## src/design/uglr_pkg.sv

```systemverilog
// Constants shared by the user glyph lookup block
// Summary of operation
// - In 5x8 format code bits 0 to 2 become glyph address bits 3 to 5, giving eight glyphs.
// - A glyph data bit of one lights its dot and a zero leaves it dark.
// - In 5x8 format glyph address bits 0 to 2 pick the row within the glyph.
// - In 5x8 format the eighth row is the cursor row, shown as stored data OR cursor.
// - The user glyph memory replaces the fixed font whenever code bits 4 to 7 are zero.
// - In 5x8 format code bit 3 is ignored, so codes 00H and 08H show one glyph.
// - Row dots come from data bits 0 to 4 with bit 4 leftmost; higher bits are ignored.
// - In 5x10 format code bits 1 and 2 become glyph address bits 4 and 5, giving four glyphs.
// - In 5x10 format glyph address bits 0 to 3 pick the row within the glyph.
// - In 5x10 format the eleventh row is the cursor row, shown as stored data OR cursor.
// - In 5x10 format code bits 0 and 3 are ignored, so 00H, 01H, 08H and 09H match.
// - Display reads use slots apart from host accesses so host writes cause no flicker.
package uglr_pkg;
  localparam int          ADDR_W       = 6;
  localparam int          DATA_W       = 8;
  localparam int          DOT_W        = 5;
  localparam int          DEPTH        = 64;
  localparam logic [3:0]  ROWS_5X8     = 4'h8;
  localparam logic [3:0]  ROWS_5X10    = 4'hB;
  localparam logic [3:0]  CURSOR_5X8   = 4'h7;
  localparam logic [3:0]  CURSOR_5X10  = 4'hA;
  localparam logic [3:0]  USER_HI_CODE = 4'h0;
  localparam logic [4:0]  DOTS_RESET   = 5'h00;
  localparam logic [7:0]  CODE_RESET   = 8'h00;
  localparam logic [5:0]  ADDR_RESET   = 6'h00;
endpackage : uglr_pkg

```

## src/design/uglr_glyph_ram.sv

```systemverilog
// Glyph memory: one write port, one registered read port
`timescale 1ns/1ps
`default_nettype none
module uglr_glyph_ram (
  input  wire logic                          clk,
  input  wire logic                          ce,
  input  wire logic                          we,
  input  wire logic [uglr_pkg::ADDR_W-1:0]   waddr,
  input  wire logic [uglr_pkg::DATA_W-1:0]   wdata,
  input  wire logic                          re,
  input  wire logic [uglr_pkg::ADDR_W-1:0]   raddr,
  output var  logic [uglr_pkg::DATA_W-1:0]   rdata
);
  logic [uglr_pkg::DATA_W-1:0] mem [uglr_pkg::DEPTH];

  always_ff @(posedge clk) begin
    if (ce && we) begin
      mem[waddr] <= wdata;
    end
  end

  always_ff @(posedge clk) begin
    if (ce && re) begin
      rdata <= mem[raddr];
    end
  end
endmodule : uglr_glyph_ram
`default_nettype wire

```

## src/design/uglr_lookup.sv

```systemverilog
// User glyph lookup: code to glyph row, cursor merge, dot output
`timescale 1ns/1ps
`default_nettype none
module uglr_lookup (
  input  wire logic                          clk,
  input  wire logic                          rstn,
  input  wire logic                          ce,
  input  wire logic                          font_5x10,
  input  wire logic                          host_we,
  input  wire logic [uglr_pkg::ADDR_W-1:0]   host_addr,
  input  wire logic [uglr_pkg::DATA_W-1:0]   host_wdata,
  input  wire logic                          disp_req,
  input  wire logic [7:0]                    disp_code,
  input  wire logic [3:0]                    disp_row,
  input  wire logic                          disp_cursor,
  output var  logic                          dots_valid,
  output var  logic                          dots_user,
  output var  logic [uglr_pkg::DOT_W-1:0]    dots
);
  typedef enum logic [1:0] {
    UGLR_IDLE  = 2'b01,
    UGLR_FETCH = 2'b10
  } uglr_state_e;

  uglr_state_e                   state;
  uglr_state_e                   next_state;
  logic                          cur_q;
  logic                          last_q;
  logic                          user_q;
  logic                          blank_q;
  logic [uglr_pkg::DATA_W-1:0]   rd_data;

  wire        code_user   = (disp_code[7:4] == uglr_pkg::USER_HI_CODE);
  wire [5:0]  addr_5x8    = {disp_code[2:0], disp_row[2:0]};
  wire [5:0]  addr_5x10   = {disp_code[2:1], disp_row[3:0]};
  wire [5:0]  rd_addr     = font_5x10 ? addr_5x10 : addr_5x8;
  wire        row_ok      = font_5x10 ? (disp_row < uglr_pkg::ROWS_5X10)
                                      : (disp_row < uglr_pkg::ROWS_5X8);
  wire        is_cur_row  = font_5x10 ? (disp_row == uglr_pkg::CURSOR_5X10)
                                      : (disp_row == uglr_pkg::CURSOR_5X8);
  wire        rd_en       = disp_req && code_user && row_ok;
  wire [4:0]  row_bits    = rd_data[4:0];
  wire [4:0]  cursor_bits = {5{cur_q && last_q}};
  wire [4:0]  merged      = blank_q ? uglr_pkg::DOTS_RESET
                                    : (row_bits | cursor_bits);

  // Separate read port: host writes never stall or disturb a display read
  uglr_glyph_ram u_ram (
    .clk   (clk),
    .ce    (ce),
    .we    (host_we),
    .waddr (host_addr),
    .wdata (host_wdata),
    .re    (rd_en),
    .raddr (rd_addr),
    .rdata (rd_data)
  );

  always_comb begin
    next_state = state;
    case (state)
      UGLR_IDLE: begin
        if (disp_req) begin
          next_state = UGLR_FETCH;
        end
      end
      UGLR_FETCH: begin
        if (!disp_req) begin
          next_state = UGLR_IDLE;
        end
      end
      default: begin
        next_state = UGLR_IDLE;
      end
    endcase
  end

  always_ff @(posedge clk or negedge rstn) begin
    if (!rstn) begin
      state   <= UGLR_IDLE;
      cur_q   <= 1'b0;
      last_q  <= 1'b0;
      user_q  <= 1'b0;
      blank_q <= 1'b1;
    end else if (ce) begin
      state   <= next_state;
      if (disp_req) begin
        cur_q   <= disp_cursor;
        last_q  <= is_cur_row;
        user_q  <= code_user;
        blank_q <= !rd_en;
      end
    end
  end

  always_ff @(posedge clk or negedge rstn) begin
    if (!rstn) begin
      dots_valid <= 1'b0;
      dots_user  <= 1'b0;
      dots       <= uglr_pkg::DOTS_RESET;
    end else if (ce) begin
      dots_valid <= (state == UGLR_FETCH);
      dots_user  <= user_q;
      dots       <= merged;
    end
  end
endmodule : uglr_lookup
`default_nettype wire

```

## config.mk

```make
export PLATFORM = sky130hd
export DESIGN_NAME = uglr_lookup
export DESIGN_NICKNAME = d
export VERILOG_FILES = /design/src/design/uglr_pkg.sv /design/src/design/uglr_glyph_ram.sv /design/src/design/uglr_lookup.sv
export SDC_FILE = /design/constraint.sdc
export NUM_CORES = 1
export LEC_CHECK = 0
export ABC_AREA = 1
export ABC_CLOCK_PERIOD_IN_PS = 1200
export BUFFER_PORTS_ARGS = -buffer_cell sky130_fd_sc_hd__buf_2
export CELL_PAD_IN_SITES_DETAIL_PLACEMENT = 0
export CELL_PAD_IN_SITES_GLOBAL_PLACEMENT = 2
export CORE_ASPECT_RATIO = 2
export CORE_MARGIN = 10
export CORE_UTILIZATION = 30
export DETAILED_ROUTE_END_ITERATION = 10
export PLACE_DENSITY = 0.61
export SYNTH_ARGS = -nofsm -noshare
export SYNTH_HDL_FRONTEND = slang
export SYNTH_SLANG_ARGS = --single-unit
```

## constraint.sdc

```tcl
create_clock -name clk -period 1.2 [get_ports clk]
set_input_delay 0.12 -clock clk [delete_from_list [all_inputs] [get_ports clk]]
set_output_delay 0.12 -clock clk [all_outputs]
set_load 0.05 [all_outputs]
```

After elaboration in Yosys (flattened, before gate mapping)

Memory sizes are Yosys's and may differ from the RTL's. A register that Yosys moved wholly into a read port is not among the register bits.
Index checks and enable logic that the tools add are counted.

Register bits after elaboration: 13
Bits in writable memories: 512
Logic and storage cells: 36
Memories kept: 1

Memories:

| name      | words | bits a word | rd ports | clocked after memory_dff | wr ports | line                 | source |
|---|---|---|---|---|---|---|---|
| u_ram.mem | 64    | 8           | 1        | 1                        | 1        | uglr_glyph_ram.sv:14 | `logic [uglr_pkg::DATA_W-1:0] mem [uglr_pkg::DEPTH];` |

$lt $le $gt $ge: 2
Equality and inequality tests: 6
Muxes and demuxes: 9
Bitwise gates (word level): 1
Reduce and logical (&&, ||, !) cells: 9

Operator list:

| kind                                               | number |
|---|---|
| less-than comparator 4 bit (second input constant) | 2 |
| logical AND 1 bit                                  | 5 |
| two-way mux 5 bit                                  | 1 |
| bitwise OR 5 bit                                   | 1 |
| == test 4 x 3 -> 1 bit (second input constant)     | 1 |
| == test 4 bit (second input constant)              | 1 |
| logical NOT 4 bit                                  | 1 |
| two-way mux 1 bit                                  | 4 |
| two-way mux 2 bit                                  | 2 |
| two-way mux 4 bit                                  | 1 |
| inequality test 2 bit (second input constant)      | 2 |
| one-hot mux 2 bit (2 select lines)                 | 1 |
| AND reduction 3 bit                                | 1 |
| == test 2 x 1 -> 1 bit (second input constant)     | 1 |
| == test 2 bit (second input constant)              | 1 |
| AND reduction 2 bit                                | 1 |
| logical NOT 1 bit                                  | 1 |

Depth between registers and ports, before layout

Depth after elaboration: 4
Depth in mapped cells: 11

Modules after synthesis

From an unflattened synthesis, not the netlist that was laid out.

Cell total of the unflattened synthesis: 1890
Area total of the unflattened synthesis: 22027.4 µm²

By module, submodules not included:

| module         | times used | cells an instance | area each (µm²) | sequential area each (µm²) |
|---|---|---|---|---|
| uglr_glyph_ram | 1          | 1805              | 21365.5         | 15615.0 |
| uglr_lookup    | 1          | 85                | 661.9           | 327.8 |

Least setup slack after synthesis

OpenSTA, ideal clock, no wires.

Path type: input to register
Start: input host_addr[2] (netlist bit)
End: memory u_ram.mem[52][0] (netlist bit) (enable)
Setup time: 0.381 ns
Arrival time: 1.179 ns
Required time: 0.819 ns
Path slack: -0.360 ns
Stages: 3
Buffers on the path: 1
Path through: clkbuf_1 > inv_1 > nor4_1

RTL lines:

| what            | line                 | source |
|---|---|---|
| start, declared | uglr_lookup.sv:10    | `input wire logic [uglr_pkg::ADDR_W-1:0] host_addr,` |
| end, declared   | uglr_glyph_ram.sv:14 |  |

Straight into the memory's write port.

==> impl_metrics.ini <==
[status]
status = finished, violations left
violations = negative setup slack

[die]
chipHeight_um = 335
fp.dieW_um = 177
die-area_mm2 = 0.0594
start_util_pct = 30.3
num_rows = 115
coreArea_mm2 = 0.0491
io_pins = 40

[finish]
antennaDiodeCount = 0
area_growth_pct = 26.9
multi_input_area_mm2 = 0.00422
mostFrequentLayoutCells = 325 x edfxtp_1, 323 x nand2_1, 207 x inv_1
fin_area_mm2 = 0.0189
mostFrequentLayoutCell = edfxtp_1
fin_cells = 2219
nNetsFinal = 1588
nFillCells = 4751
seq_area_mm2 = 0.0101
drive_above_1_share_pct = 25.6
utilization_pct = 38.5

[worst_setup_path]
r2r_cells = 7
crit_type = reg -> reg
end_kind = flip-flop
cp.depth = 7
cp_max_fo = 1
crit_required_ps = 1550
critPathBufInv = 0
cp_slowest_cell = edfxtp_1
worstPathCellList = or2_1 -> nand3_1 -> nand3_1 -> nand3_2 -> nand3_1 -> nand3_1 -> nand2_1
crit_path_frequent_cell = nand3_1
start_kind = flip-flop
path_delay_family = simple AND/OR/NAND/NOR gates
arrival_ps = 1750
max_stage_delay_ps = 350

[power_and_ir_drop]
p_leak_uw = 0.00759
ir_drop_mv = 0.789
power_per_cell_area_mw_per_mm2 = 1390
p_total_uw = 26300

[job]
maxCapViolCount = 0

[clock_network]
cts_buffer_depth = 3
clk_pin_slew_ps = 70
htreeDepth = 1
clkSinkCount = 338
numCtsBuffers = 31
cts_root_buf = clkbuf_16
cts_tree = built
insertion_delay_ps = 590

[placed_design]
portBuffers = 35
place_area_mm2 = 0.0172
place_hpwl_um = 30900
place_congestion = 0.816
dp.cells = 2154

[detailed_routing]
ant_nets = 0
dr.pass1.iters = 5
num_vias = 10011
drc = 0
post_drt_wl_per_cell_um = 20.2
drt_iter0_markers = 504
drt_wl_total_um = 44800
viasPerCell = 4.51

[timing]
final_max_slew_viol_count = 0
rsz0062_at_grt = true
slew_headroom_pct = 62.3
fin_ws_ps = -202
final-setup-viol-count = 12
fin_crit_ps = 1400
hold-worst-slack_ps = 23.6
fin_crit_sh_pct = 117
max_freq_ghz = 0.713
hold_viol = 0
worst_slew_pin_slew_ps = 564
clock_skew_ps = 15.9

[global_route]
grt_pass1_vias = 10371
grt_pass1_wl_um = 66600
grt.total_usage_pct = 15.2
grt_max_degree = 65
antenna_found_initial = 0
overflow = 0

[synthesis]
synth-seq-cells = 338
yosysSeqAreaShare_pct = 67.8
postSynthAreaPerCell_um2 = 10.7
syn_nets = 1424
synth_cell_types = 28
syn_area_mm2 = 0.0149
synth_warnings = 0
syn_inst = 1391

[hold_path]
holdPathStages = 5
hold_path.class = in -> reg
[flip-flops by register name (all words and copies together) (netlist names)]
signal	cells
blank_q	1
cur_q	1
dots	5
dots_user	1
dots_valid	1
last_q	1
state	2
u_ram.mem	320
u_ram.rdata	5
user_q	1
[where the power goes]
part	total (µW)	switching (µW)	internal (µW)
clock network	10700	4490	6240
logic	2470	1580	886
registers	13100	53.3	13000
total	26300	6120	20200
[cell families (layout without fill, tap and decap cells)]
| family | count (synthesis) | after routing | synth area share [%] |
|---|---|---|---|
| and+or+nand+nor | 723 | 723 | 21.4 |
| AOI/OAI and AO/OA | 44 | 44 | 2.31 |
| buffers and inverters | 286 | 471 | 8.44 |
| DFF | 338 | 338 | 67.8 |
[tightest hold or removal path, cell delays in order]
cell,delay (ps)
buf_2,110
inv_1,60
buf_4,100
o2111ai_1,120
nand2_1,70
[synthesized netlist by cell type]
cell | number | area (µm²)
nand2_1 | 327 | 1230
edfxtp_1 | 325 | 9760
nand3_1 | 263 | 1320
inv_1 | 212 | 796
nor2_1 | 76 | 285
or2_1 | 36 | 225
clkbuf_1 | 24 | 90.1
buf_2 | 20 | 100
buf_6 | 18 | 203
o211ai_1 | 15 | 113
dfrtp_1 | 11 | 275
o211ai_2 | 10 | 125
nand4_1 | 9 | 56.3
o21ai_0 | 9 | 45.0
nor4_1 | 8 | 50.1
buf_4 | 5 | 37.5
o21ai_1 | 5 | 25.0
or2_2 | 4 | 25.0
clkinv_1 | 3 | 11.3
buf_1 | 2 | 7.51
dfstp_2 | 2 | 52.6
a211oi_1 | 1 | 7.51
a21o_1 | 1 | 7.51
a21oi_1 | 1 | 5.00
inv_2 | 1 | 3.75
inv_4 | 1 | 6.26
o2111ai_1 | 1 | 8.76
o21a_1 | 1 | 7.51
[through the flow]
step                      setup slack, ps  TNS [ps]
after detailed placement             -623    -60420
after global placement               -601    -60660
after floorplan                      -262    -47050
after CTS                            -167     -1390
after global routing                 -236     -1710
final                                -202     -1130
[path summary, 6_finish.rpt]
kind	endpoint	slack, ps	start
max in group asynchronous	state[1]	140	rstn
max reg2reg	u_ram.rdata[4]	-200	u_ram.mem[16][4]
min	last_q	20	disp_row[3]
max	u_ram.rdata[4]	-200	u_ram.mem[16][4]
min in group asynchronous	blank_q	60	rstn
min reg2reg	last_q	480	last_q
[metal layers]
metal / share of wire [%] / wire length, µm / global-route usage (%) / vias up
li1: - / - / - / 4950
met1: 36 / 16100 / 15.6 / 4856
met2: 59 / 26200 / 30.5 / 149
met3: 2.7 / 1200 / 1.44 / 56
met4: 2.8 / 1250 / 5.24 / 0
met5: 0 / 0 / 0 / -
[area by class of cell]
| cell class | instances | share of cell area, % |
|---|---|---|
| sequential | 338 | 53.5 |
| multi-input combinational | 767 | 22.3 |
| timing repair buffer | 200 | 9.73 |
| inverter | 217 | 4.50 |
| tap | 643 | 4.26 |
| clock buffer | 35 | 4.19 |
| clock inverter | 19 | 1.51 |
[repair_timing]
item	4_1_cts	5_1_grt
setup buffers	2	0
hold endpoints to repair	32	5
endpoints found under the setup margin	13	15
hold buffers	9	1
pin swaps	29	17
gates resized for setup	81	21
(Power assumes the default switching activity.)
